## config.mk

```make
export PLATFORM = sky130hd
export DESIGN_NAME = ofs_frame_stats
export DESIGN_NICKNAME = d
export VERILOG_FILES = /design/src/verilog/ofs_pkg.sv /design/src/verilog/ofs_exposure_agc.sv /design/src/verilog/ofs_frame_stats.sv /design/src/verilog/ofs_pixel_grabber.sv
export SDC_FILE = /design/constraint.sdc
export NUM_CORES = 1
export LEC_CHECK = 0
export BUFFER_PORTS_ARGS = -buffer_cell sky130_fd_sc_hd__buf_4
export CORE_UTILIZATION = 40
export DETAILED_ROUTE_END_ITERATION = 10
export HOLD_SLACK_MARGIN = 0.12
export SKIP_LAST_GASP = 1
export SYNTH_ARGS = -nofsm -noshare
export SYNTH_HDL_FRONTEND = slang
export SYNTH_SLANG_ARGS = --single-unit
```

## constraint.sdc

```tcl
create_clock -name clk -period 6.64 [get_ports clk]
set_clock_uncertainty 0.1 [all_clocks]
set_input_delay 1.328 -clock clk [delete_from_list [all_inputs] [get_ports clk]]
set_output_delay 1.328 -clock clk [all_outputs]
set_load 0.03 [all_outputs]
```

## src/verilog/ofs_pkg.sv

```systemverilog
// shared constants for the optical frame statistics and pixel dump block
package ofs_pkg;

    ////////////////////////////////////////////////////////////////////////
    // clock and timing
    localparam int unsigned OFS_CLK_HZ = 50_000_000;
    // sleep delay without movement, in milliseconds
    localparam int unsigned OFS_SLEEP_MS = 1000;
    localparam int unsigned OFS_SLEEP_CYCLES =
        OFS_CLK_HZ / 1000 * OFS_SLEEP_MS;
    localparam int unsigned OFS_SLEEP_W = 26;

    ////////////////////////////////////////////////////////////////////////
    // register offsets
    localparam logic [7:0] OFS_ADDR_CONFIG = 8'h00;
    localparam logic [7:0] OFS_ADDR_INTENSITY = 8'h09;
    localparam logic [7:0] OFS_ADDR_DUMP = 8'h0B;
    localparam logic [7:0] OFS_ADDR_EXP_HI = 8'h0C;
    localparam logic [7:0] OFS_ADDR_EXP_LO = 8'h0D;
    localparam logic [7:0] OFS_ADDR_INV_ID = 8'h11;

    ////////////////////////////////////////////////////////////////////////
    // field positions and reset values
    localparam int unsigned OFS_CFG_AWAKE_BIT = 0;
    localparam int unsigned OFS_DUMP_SOF_BIT = 7;
    localparam int unsigned OFS_DUMP_VALID_BIT = 6;
    localparam int unsigned OFS_SUM_SHIFT = 7;
    localparam logic [7:0] OFS_UNMAPPED_DATA = 8'h00;
    // identifier value is arbitrary
    localparam logic [3:0] OFS_INV_ID_VALUE = 4'hA;
    localparam logic [3:0] OFS_INV_ID_RSVD = 4'hF;

    ////////////////////////////////////////////////////////////////////////
    // pixel array
    localparam int unsigned OFS_PIX_W = 6;
    localparam int unsigned OFS_SUM_W = 15;
    localparam int unsigned OFS_IDX_W = 9;
    localparam int unsigned OFS_ARRAY_SIDE = 18;
    localparam logic [8:0] OFS_PIX_FIRST = 9'h001;
    localparam logic [8:0] OFS_PIX_LAST = 9'h144;

    ////////////////////////////////////////////////////////////////////////
    // exposure control
    localparam logic [15:0] OFS_EXP_RESET = 16'h0100;
    localparam int unsigned OFS_EXP_CAP_INT = OFS_CLK_HZ / 1500 - 3476;
    localparam logic [15:0] OFS_EXP_CAP = 16'(OFS_EXP_CAP_INT);
    localparam logic [15:0] OFS_EXP_MIN = 16'h0010;
    localparam int unsigned OFS_EXP_STEP_SHIFT = 4;
    localparam logic [5:0] OFS_AGC_LOW = 6'h35;
    localparam logic [5:0] OFS_AGC_HIGH = 6'h39;

endpackage : ofs_pkg
```

## src/verilog/ofs_exposure_agc.sv

```systemverilog
// automatic gain loop for the exposure count
`timescale 1ns/100ps
module ofs_exposure_agc
    import ofs_pkg::*;
(
    input wire logic clk,
    input wire logic rst_n,
    input wire logic frame_done,
    input wire logic [5:0] max_pixel,
    output logic [15:0] exposure
);

    logic [15:0] exp_q;
    logic [15:0] exp_d;
    logic [15:0] step;
    logic [16:0] up_sum;

    ////////////////////////////////////////////////////////////////////////
    // step is one sixteenth of the current value, never zero
    function automatic logic [15:0] ofs_step(input logic [15:0] v);
        logic [15:0] s;
        s = v >> OFS_EXP_STEP_SHIFT;
        if (s == 16'h0000)
            s = 16'h0001;
        return s;
    endfunction : ofs_step

    // next exposure from the frame's brightest pixel
    always_comb
    begin
        step = ofs_step(exp_q);
        up_sum = {1'b0, exp_q} + {1'b0, step};
        exp_d = exp_q;
        if (max_pixel > OFS_AGC_HIGH)
        begin
            if (exp_q - step < OFS_EXP_MIN || step > exp_q)
                exp_d = OFS_EXP_MIN;
            else
                exp_d = exp_q - step;
        end
        else if (max_pixel < OFS_AGC_LOW)
        begin
            if (up_sum > {1'b0, OFS_EXP_CAP})
                exp_d = OFS_EXP_CAP;
            else
                exp_d = up_sum[15:0];
        end
    end

    // at most one change per frame
    always_ff @(posedge clk or negedge rst_n)
    begin
        if (!rst_n)
            exp_q <= OFS_EXP_RESET;
        else if (frame_done)
            exp_q <= exp_d;
    end

    assign exposure = exp_q;

endmodule : ofs_exposure_agc

```

## src/verilog/ofs_frame_stats.sv

```systemverilog
// frame statistics, pixel dump and exposure readout of the motion sensor
// register map on the serial port side
// 0x00 configuration: bit 0 keeps the sensor awake, others read zero
// 0x09 frame intensity total, read only
// 0x0B pixel dump port: a write restarts the walk, a read takes a pixel
// 0x0C exposure upper byte; reading it loads the lower byte shadow
// 0x0D exposure lower byte, served from that shadow
// 0x11 inverted product code, read only
// any other address reads as zero and drops writes
//
// limits worth knowing
// frame inputs are dropped while asleep, so a dump needs the sensor kept awake by movement or forced awake
// a dump write wins over a capture in the same cycle
// a held pixel read in the first cycle of a frame waits for the next one
// the lower exposure byte read alone gives a stale value
// 324 pixels of 63 fit the 15-bit sum, so it cannot overflow
// the pixel index stops at the last pixel if a frame runs long
// results move only on the end-of-frame strobe
// the exposure cap follows the clock rate set in the package
// the sleep delay is a parameter so simulation can shorten it
`timescale 1ns/100ps
module ofs_frame_stats
    import ofs_pkg::*;
#(
    parameter int unsigned SLEEP_CYCLES = OFS_SLEEP_CYCLES
)
(
    input wire logic clk,
    input wire logic rst_n,
    // register access from the serial port logic
    input wire logic [7:0] reg_addr,
    input wire logic reg_rd,
    input wire logic reg_wr,
    input wire logic [7:0] reg_wdata,
    output logic [7:0] reg_rdata,
    output logic reg_rvalid,
    // pixel stream from the image array
    input wire logic frame_start,
    input wire logic pix_valid,
    input wire logic [5:0] pix_value,
    input wire logic frame_done,
    // movement seen by the tracking engine
    input wire logic motion_seen,
    // state and shutter towards the rest of the sensor
    output logic sensor_awake,
    output logic [15:0] exposure_value
);

    ////////////////////////////////////////////////////////////////////////
    // declarations

    // sleep and frame gating
    logic forced_awake_bit;
    logic awake_q;
    logic [OFS_SLEEP_W-1:0] idle_cnt_q;
    logic frame_go;
    logic pix_go;
    logic done_go;

    // frame statistics
    logic [8:0] pix_idx_q;
    logic [14:0] sum_q;
    logic [7:0] intensity_total_bits;
    logic [5:0] max_run_q;
    logic [5:0] max_frame;

    // exposure readout
    logic [15:0] exposure_bits;
    logic [7:0] exp_low_shadow_q;

    // pixel dump
    logic [7:0] dump_byte;
    logic dump_wr;
    logic dump_rd;

    // read port
    logic [7:0] rdata_d;
    logic [7:0] rdata_q;
    logic rvalid_q;

    ////////////////////////////////////////////////////////////////////////
    // register decode helper
    function automatic logic ofs_hit(input logic [7:0] a,
                                     input logic [7:0] target);
        return a == target;
    endfunction : ofs_hit

    // strobes are one cycle wide, so each access arms the grabber
    // exactly once; a held write strobe would restart it every cycle
    assign dump_wr = reg_wr && ofs_hit(reg_addr, OFS_ADDR_DUMP);
    assign dump_rd = reg_rd && ofs_hit(reg_addr, OFS_ADDR_DUMP);

    ////////////////////////////////////////////////////////////////////////
    // configuration register: forced awake setting
    // other configuration bits are not kept here and read back zero
    always_ff @(posedge clk or negedge rst_n)
    begin
        if (!rst_n)
            forced_awake_bit <= 1'b0;
        else if (reg_wr && ofs_hit(reg_addr, OFS_ADDR_CONFIG))
            forced_awake_bit <= reg_wdata[OFS_CFG_AWAKE_BIT];
    end

    ////////////////////////////////////////////////////////////////////////
    // sleep timer; movement or forced awake keeps the sensor running
    // the count stops at the limit so it can never wrap around
    // and wake the sensor by itself
    always_ff @(posedge clk or negedge rst_n)
    begin
        if (!rst_n)
            idle_cnt_q <= '0;
        else if (motion_seen || forced_awake_bit)
            idle_cnt_q <= '0;
        else if (idle_cnt_q < OFS_SLEEP_W'(SLEEP_CYCLES))
            idle_cnt_q <= idle_cnt_q + 1'b1;
    end

    // awake state follows the timer
    // awake out of reset so the first frames after power-up count
    always_ff @(posedge clk or negedge rst_n)
    begin
        if (!rst_n)
            awake_q <= 1'b1;
        else if (motion_seen || forced_awake_bit)
            awake_q <= 1'b1;
        else if (idle_cnt_q >= OFS_SLEEP_W'(SLEEP_CYCLES))
            awake_q <= 1'b0;
    end

    assign sensor_awake = awake_q;

    // frames are only taken while awake
    // gating here keeps index, sum and grabber frozen together
    assign frame_go = frame_start && awake_q;
    assign pix_go = pix_valid && awake_q;
    assign done_go = frame_done && awake_q;

    ////////////////////////////////////////////////////////////////////////
    // pixel number within the frame, column order as the array scans
    // held at the last pixel so a long frame cannot run past it
    always_ff @(posedge clk or negedge rst_n)
    begin
        if (!rst_n)
            pix_idx_q <= OFS_PIX_FIRST;
        else if (frame_go)
            pix_idx_q <= OFS_PIX_FIRST;
        else if (pix_go && pix_idx_q != OFS_PIX_LAST)
            pix_idx_q <= pix_idx_q + 9'h001;
    end

    ////////////////////////////////////////////////////////////////////////
    // running pixel sum and brightest pixel of the frame
    // cleared at frame start so a lost end strobe cannot mix two frames
    always_ff @(posedge clk or negedge rst_n)
    begin
        if (!rst_n)
            sum_q <= 15'h0000;
        else if (frame_go)
            sum_q <= 15'h0000;
        else if (pix_go)
            sum_q <= sum_q + {9'h000, pix_value};
    end

    // brightest pixel seen so far in this frame
    always_ff @(posedge clk or negedge rst_n)
    begin
        if (!rst_n)
            max_run_q <= 6'h00;
        else if (frame_go)
            max_run_q <= 6'h00;
        else if (pix_go && pix_value > max_run_q)
            max_run_q <= pix_value;
    end

    // frame result registers, updated at end of frame
    // both latch on the same edge so they describe one frame
    always_ff @(posedge clk or negedge rst_n)
    begin
        if (!rst_n)
        begin
            intensity_total_bits <= 8'h00;
            max_frame <= 6'h00;
        end
        else if (done_go)
        begin
            // divide by 128: top eight of fifteen bits
            intensity_total_bits <= sum_q[14:OFS_SUM_SHIFT];
            max_frame <= max_run_q;
        end
    end

    ////////////////////////////////////////////////////////////////////////
    // exposure gain loop, evaluated once per completed frame
    // the live maximum is used because the frame result register
    // is only loaded on this same edge
    // step, floor and cap of the loop live in the exposure module
    ofs_exposure_agc u_agc (
        .clk(clk),
        .rst_n(rst_n),
        .frame_done(done_go),
        .max_pixel(max_run_q),
        .exposure(exposure_bits)
    );

    assign exposure_value = exposure_bits;

    // lower byte captured when the upper byte is read
    // taken on the edge of the upper read, so a frame end one cycle
    // later cannot tear the pair
    always_ff @(posedge clk or negedge rst_n)
    begin
        if (!rst_n)
            exp_low_shadow_q <= OFS_EXP_RESET[7:0];
        else if (reg_rd && ofs_hit(reg_addr, OFS_ADDR_EXP_HI))
            exp_low_shadow_q <= exposure_bits[7:0];
    end

    ////////////////////////////////////////////////////////////////////////
    // pixel dump grabber
    // fed the gated frame strobes, so a sleeping sensor never captures
    ofs_pixel_grabber u_grab (
        .clk(clk),
        .rst_n(rst_n),
        .dump_wr(dump_wr),
        .dump_rd(dump_rd),
        .frame_start(frame_go),
        .pix_valid(pix_go),
        .pix_idx(pix_idx_q),
        .pix_value(pix_value),
        .dump_byte(dump_byte)
    );

    ////////////////////////////////////////////////////////////////////////
    // read data selection
    // unmapped addresses fall to the default and read as zero
    always_comb
    begin
        rdata_d = OFS_UNMAPPED_DATA;
        case (reg_addr)
            OFS_ADDR_CONFIG:
                rdata_d = {7'h00, forced_awake_bit};
            OFS_ADDR_INTENSITY:
                rdata_d = intensity_total_bits;
            OFS_ADDR_DUMP:
                rdata_d = dump_byte;
            OFS_ADDR_EXP_HI:
                rdata_d = exposure_bits[15:8];
            OFS_ADDR_EXP_LO:
                rdata_d = exp_low_shadow_q;
            OFS_ADDR_INV_ID:
                rdata_d = {OFS_INV_ID_RSVD, OFS_INV_ID_VALUE};
            default:
                rdata_d = OFS_UNMAPPED_DATA;
        endcase
    end

    // read data register, loaded on each read strobe
    // data holds between reads, so a slow controller may look late
    always_ff @(posedge clk or negedge rst_n)
    begin
        if (!rst_n)
            rdata_q <= 8'h00;
        else if (reg_rd)
            rdata_q <= rdata_d;
    end

    // one-cycle mark that read data is present
    // follows every read, mapped or not
    always_ff @(posedge clk or negedge rst_n)
    begin
        if (!rst_n)
            rvalid_q <= 1'b0;
        else
            rvalid_q <= reg_rd;
    end

    assign reg_rdata = rdata_q;
    assign reg_rvalid = rvalid_q;

    // brightest pixel of the last full frame; no register exports it yet,
    // and the gain loop reads the live maximum at the end-of-frame strobe
    // instead, so it is only folded here to mark it as unused on purpose
    logic unused_max;
    assign unused_max = ^max_frame;

endmodule : ofs_frame_stats

```

## src/verilog/ofs_pixel_grabber.sv

```systemverilog
// one-pixel-per-frame grabber behind the pixel dump register
`timescale 1ns/100ps
module ofs_pixel_grabber
    import ofs_pkg::*;
(
    input wire logic clk,
    input wire logic rst_n,
    input wire logic dump_wr,
    input wire logic dump_rd,
    input wire logic frame_start,
    input wire logic pix_valid,
    input wire logic [8:0] pix_idx,
    input wire logic [5:0] pix_value,
    output logic [7:0] dump_byte
);

    typedef enum logic [1:0] {G_IDLE, G_WAIT, G_GRAB, G_HELD} ofs_grab_t;

    ofs_grab_t state_q;
    logic [8:0] ptr_q;
    logic [5:0] value_q;
    logic sof_q;

    ////////////////////////////////////////////////////////////////////////
    // pointer walks 1..324 and wraps back to the first pixel
    function automatic logic [8:0] ofs_next_ptr(input logic [8:0] p);
        if (p == OFS_PIX_LAST)
            return OFS_PIX_FIRST;
        return p + 9'h001;
    endfunction : ofs_next_ptr

    ////////////////////////////////////////////////////////////////////////
    // grab sequencing; write beats read beats frame events
    always_ff @(posedge clk or negedge rst_n)
    begin
        if (!rst_n)
        begin
            state_q <= G_IDLE;
            ptr_q <= OFS_PIX_FIRST;
        end
        else if (dump_wr)
        begin
            ptr_q <= OFS_PIX_FIRST;
            state_q <= G_WAIT;
        end
        else if (dump_rd && state_q == G_HELD)
        begin
            ptr_q <= ofs_next_ptr(ptr_q);
            state_q <= G_WAIT;
        end
        else
        begin
            case (state_q)
                G_IDLE:
                    if (dump_rd)
                        state_q <= G_WAIT;
                G_WAIT:
                    if (frame_start)
                        state_q <= G_GRAB; // next available frame
                G_GRAB:
                    if (pix_valid && pix_idx == ptr_q)
                        state_q <= G_HELD;
                G_HELD:
                    state_q <= G_HELD; // held until read
                default:
                    state_q <= G_IDLE;
            endcase
        end
    end

    ////////////////////////////////////////////////////////////////////////
    // captured pixel and its start-of-frame mark
    always_ff @(posedge clk or negedge rst_n)
    begin
        if (!rst_n)
        begin
            value_q <= 6'h00;
            sof_q <= 1'b0;
        end
        else if (!dump_wr && state_q == G_GRAB && pix_valid
                 && pix_idx == ptr_q)
        begin
            value_q <= pix_value;
            sof_q <= (ptr_q == OFS_PIX_FIRST);
        end
    end

    // invalid answer until a capture is held
    always_comb
    begin
        dump_byte = 8'h00;
        if (state_q == G_HELD)
        begin
            dump_byte[OFS_DUMP_SOF_BIT] = sof_q;
            dump_byte[OFS_DUMP_VALID_BIT] = 1'b1;
            dump_byte[5:0] = value_q;
        end
    end

endmodule : ofs_pixel_grabber

```

# Yosys cells after proc, flatten, opt, wreduce, memory -nomap -nowiden

Cells that the tools add are included.

Bits in registers: 117
Bits of input ports: 30
Output and inout bits: 26
Word-level logic and storage cells: 103

Add/subtract/negate cells: 6
$lt $le $gt $ge: 8
Equal/unequal tests: 15
Muxes and demuxes: 30
Reductions and logical operators: 29

Operators by type and width:

| operator                | number |
|---|---|
| $mux W16                | 4 |
| $mux W9                 | 6 |
| $mux W26                | 2 |
| $pmux W8 S6             | 1 |
| $eq A8 B4 Y1 const B    | 4 |
| $mux W15                | 2 |
| $add A26 B1 Y26 const B | 1 |
| $ge A26 B26 Y1 const B  | 1 |
| $lt A26 B26 Y1 const B  | 1 |
| $add A9 B1 Y9 const B   | 2 |
| $add A16 B16 Y17        | 1 |
| $gt A17 B15 Y1 const B  | 1 |
| $gt A16 B16 Y1          | 1 |
| $logic_not A16 Y1       | 1 |
| $lt A16 B5 Y1 const B   | 1 |
| $sub A16 B16 Y16        | 1 |
| $add A15 B6 Y15         | 1 |
| $logic_and A1 B1 Y1     | 14 |
| $reduce_bool A2 Y1      | 7 |
| $mux W12                | 1 |
| $mux W6                 | 2 |
| $mux W2                 | 5 |
| $eq A9 B1 Y1 const B    | 1 |
| $eq A9 B9 Y1            | 1 |
| other kinds (19)        | 26 |

# Logic depth before layout (Yosys ltp)

Depth in word-level cells: 8
Gate-level depth with buffers: 16
Mapped depth without buffers: 14

# Cells and area by module

Synthesis repeated with hierarchy kept, for this count alone.

Cells, all modules: 985
Area total of the unflattened synthesis: 8728.4 um^2

By module, submodules not included:

| module            | times used | cells an instance | area an instance (um^2) | sequential area each (um^2) |
|---|---|---|---|---|
| ofs_frame_stats   | 1          | 485               | 4733.3                  | 2079.5 |
| ofs_exposure_agc  | 1          | 396               | 2930.3                  | 401.6 |
| ofs_pixel_grabber | 1          | 104               | 1064.8                  | 451.7 |

# Least setup slack after synthesis

OpenSTA, ideal clock, no wires.

Kind: register to register
Start: reg u_agc.exp_q[11], in the netlist u_agc.exposure[11]
End: reg u_agc.exp_q[3], in the netlist u_agc.exposure[3]
Library setup time: 126 ps
Arrival: 3391 ps
Required time: 6414 ps
Setup slack: 3023 ps
Cell stages (with the launch flop): 15
Buffers on the path: 0
Clock period less this slack: 3617 ps
Cell sequence: dfrtp_1 -> nor4_1 -> a41o_1 -> ha_1 -> inv_1 -> fa_1 -> a21o_1 -> a221oi_2 -> o21bai_1 -> a21o_1 -> or3_1 -> nor3_2 -> a21oi_1 -> and2_4 -> a221o_1

Word-level cells in the longest chain between the ends: 7
Elaborated cells on any way between the ends: 12
Classes of those cells: 2 x add/sub; 3 x order compare; 5 x mux; 2 x reduce/logical

RTL lines:

| element                                                     | RTL line                                                               | text |
|---|---|---|
| from (decl)                                                 | ofs_exposure_agc.sv:13                                                 | `logic [15:0] exp_q;` |
| from (signal assigned)                                      | ofs_exposure_agc.sv:56                                                 | `exp_q <= exp_d;` |
| $logic_not A16 Y1                                           | ofs_exposure_agc.sv:23                                                 | `if (s == 16'h0000)` |
| $mux W12                                                    | ofs_exposure_agc.sv:23                                                 |  |
| $add A16 B16 Y17 / $sub A16 B16 Y16 (equally long branches) | ofs_exposure_agc.sv:32, ofs_exposure_agc.sv:36, ofs_exposure_agc.sv:39 |  |
| $gt A17 B15 Y1 / $lt A16 B5 Y1 (equally long branches)      | ofs_exposure_agc.sv:43, ofs_exposure_agc.sv:36                         |  |
| $mux W16 / $logic_or A1 B1 Y1 (equally long branches)       | ofs_exposure_agc.sv:43, ofs_exposure_agc.sv:36                         |  |
| $mux W16 (on tied branches)                                 | ofs_exposure_agc.sv:41, ofs_exposure_agc.sv:36                         |  |
| $mux W16 *                                                  | ofs_exposure_agc.sv:34                                                 | `if (max_pixel > OFS_AGC_HIGH)` |

Mark *: on every way between the ends. The rest lies on a longest branch, timed or not. The select of a mux whose other input is x is not followed.
A chain may end at the register's enable or synchronous reset.

# Final worst setup path

Start: reg u_agc.exp_q[11], in the netlist u_agc.exposure[11]
End: reg u_agc.exp_q[1], in the netlist u_agc.exposure[1]

Same word-level chain as after synthesis.

==> metrics.md <==
| Metric | Value |
|---|---|
| DRC | 0 |
| Initial DRC Count | 376 |
| Initial core utilization | 40.86% |
| Max-cap viol count | 0 |
| TritonCTS Sinks | 117 |
| Setup violators final | 0 |
| Synth Register Bits | 117 |
| Root Buffer | clkbuf_16 |
| Antenna Nets Post-Route | 0 |
| Io pins | 56 |
| DP HPWL | 14710 µm |
| Chip height | 143.2 µm |
| Final Hold Viols | 0 |
| Global-route wire length before repair | 33210 µm |
| Setup Crit Path Kind | reg -> reg |
| # Post-CTS Setup Buffers | 0 |
| Sequential standard cell area | 2933 µm² |
| Static Leak | 0.004036 µW |
| Die width | 143.2 µm |
| Finished Core Util | 46.64% |
| Longest Clk Path Bufs | 2 |
| Power per cell area | 422.0 nW/µm² |
| ANT cells | 0 |
| Share of cells above drive strength 1 | 13.90% |
| Total global-route track usage | 20.78% |
| Gp weighted congestion | 0.8726 |
| IO Port Bufs | 48 |
| Setup TNS | 0 ps |
| First-pass DRT Iterations | 5 |
| Peak VDD IR | 0.3308 mV |
| Crit end category | flop |
| Area delta synth->final | 14.15% |
| Row count | 51 |
| Die area | 20510 µm² |
| Nets | 992 |
| Resized cells post-CTS | 0 |
| Worst slew pin tran | 1100 ps |
| Total grt overflow | 0 |
| Vias in the first global route | 6409 |
| Fill cells | 1916 |
| Pre-CTS WS | 2004 ps |
| Fin crit period | 4631 ps |
| Vias per cell | 5.548 |
| Core Region | 19530 µm² |
| Post-Route WL | 20170 µm |
| Asr flop ratio synth | 100.0% |
| Sequential fraction of the synthesis area | 36.76% |
| Min Hold Slack | 377.4 ps |
| Power after layout | 3843 µW |
| WP data required | 6860 ps |
| Cells after synthesis | 889 |
| Startpoint types | flop |
| Status | completed |
| Number of enable flip-flop cells after synthesis | 0 |
| Clock-pin slew of the registers on the worst-case setup and hold paths | 50 ps |
| Mapped Nets | 965 |
| Dominant synthesized flop cell | dfrtp_1 |
| CTS Hold Bufs | 0 |
| H-tree levels | 4 |
| RSZ-0062 raised after global routing | no |
| Drt wl/cell | 16.90 µm |
| CTS buffer count | 17 |
| Multi-input gate area | 4643 µm² |
| Max Fclk | 0.2159 GHz |
| Cell Area, Synth | 7978 µm² |
| Critical Path AT | 4860 ps |
| Initial antenna violation count | 0 |
| Largest net degree at the start of global routing | 61 |
| CP Max Fanout | 11 |
| Pins Over Slew Limit | 0 |
| Worst-Skew Late Latency | 420 ps |
| Synth warnings | 0 |
| CTS tree | done |
| Syn avg cell area | 8.974 µm² |
| HP Class | reg -> reg |
| Post-synth cell types | 87 |
| Final period util | 69.74% |
| Via count | 6619 |
| Final setup margin | 2009 ps |
| Slew headroom | 26.01% |
## per-stage QoR
step / std cells / cell area (µm²)
after floorplan: 889 / 7978
after global placement: 1162 / 8504
after detailed placement: 1162 / 8504
after CTS: 1193 / 9106
after global routing: 1193 / 9106
final: 1193 / 9106
## power by group
part	total (µW)	internal (µW)	switching, µW
Clock	925	614	311
Combinational	1960	780	1180
Sequential	961	802	159
Total	3840	2200	1650
## metal layers
metal	up-vias	global-route usage [%]	routed length, µm	share of wire, %
met2	131	33.50	9417	47
met3	23	2.985	617	3.1
li1	3270	-	-	-
met5	-	0	0	0
met1	3195	28.45	9792	49
met4	0	6.999	340	1.7
## cells by family after synthesis
family	Yosys count	share of synthesized area (%)
XOR/XNOR	62	6.807
multiplexers	34	4.548
buffers and inverters	100	5.035
adder cells (fa/ha/maj)	46	7.497
flip-flops	117	36.76
AND/OR/NAND/NOR	303	19.54
AO/OA/AOI/OAI	227	19.81
## placed cells by master, fill, tap and decap left out, drive strengths merged, types with 7 or more instances in the layout
master  synthesis  final
a211oi          9      9
a21o           10     10
a21oi          50     50
a221oi          7      7
and3           18     18
buf            15     51
clkbuf         28     22
dfrtp         113    113
ha             43     43
inv            57     57
mux2           18     18
mux2i          16     16
nand2          64     64
nand2b          9      9
nand3          24     24
nand4          13     13
nor2           83     83
nor2b          12     12
nor3           21     21
nor4           10     10
o21ai          52     52
o22ai          16     16
or3            14     14
xnor2          26     26
xor2           36     36
## final timing paths
check                               startpoint                   to  slack (ps)  depth (start not counted)
setup / recovery            u_agc.exposure[11]    u_agc.exposure[1]        2010                         14
hold / removal             exp_low_shadow_q[7]  exp_low_shadow_q[7]         380                          2
setup reg to reg            u_agc.exposure[11]    u_agc.exposure[1]        2010                         14
hold reg to reg            exp_low_shadow_q[7]  exp_low_shadow_q[7]         380                          2
max in group asynchronous                rst_n     forced_awake_bit        4330                          2
min in group asynchronous                rst_n        idle_cnt_q[7]         880                          1
## layout make-up
class	count	area share (%)
repair buffers	51	4.204
multi-input cells	672	50.99
clock buffers	22	5.207
inverters	57	2.350
flip-flops and latches	117	32.21
well taps	265	3.641
clock inverters	9	1.401
## synthesized netlist by cell type, types with 9 or more instances
library cell	count	area share (%)
dfrtp_1	113	35
nor2_1	81	3.8
nand2_1	64	3.0
inv_1	55	2.6
a21oi_1	48	3.0
ha_1	43	6.7
xor2_1	36	4.0
o21ai_0	34	2.1
clkbuf_1	28	1.3
xnor2_1	26	2.9
nand3_1	24	1.5
and3_1	18	1.4
mux2_2	18	2.5
nor3_1	18	1.1
o21ai_1	18	1.1
mux2i_1	16	2.0
o22ai_1	16	1.3
or3_1	14	1.1
nand4_1	13	1.0
buf_2	12	0.75
nor2b_1	12	0.94
a21o_1	10	0.94
nand2b_1	9	0.71
nor4_1	9	0.71
## worst max-delay path: stages, from the launching register on
cell and delay [ps]:
dfrtp_1 510, nor4_1 310, a41o_1 260, ha_1 200
inv_1 60, fa_1 410, a21o_1 220, a221oi_2 270
o21bai_1 180, o211a_1 240, a211oi_1 260, nor4_1 90
a21oi_1 760, nand2_1 360, o221ai_1 280
## flip-flops by register name, summed over array words and instances, names as in the netlist, 2 cells and up
signal,count
sum_q,15
u_grab.ptr_q,9
intensity_total_bits,8
reg_rdata,8
pix_idx_q,9
exp_low_shadow_q,8
u_agc.exposure,16
u_grab.state_q,2
max_run_q,6
idle_cnt_q,26
u_grab.value_q,6
(Power assumes the default switching activity.)
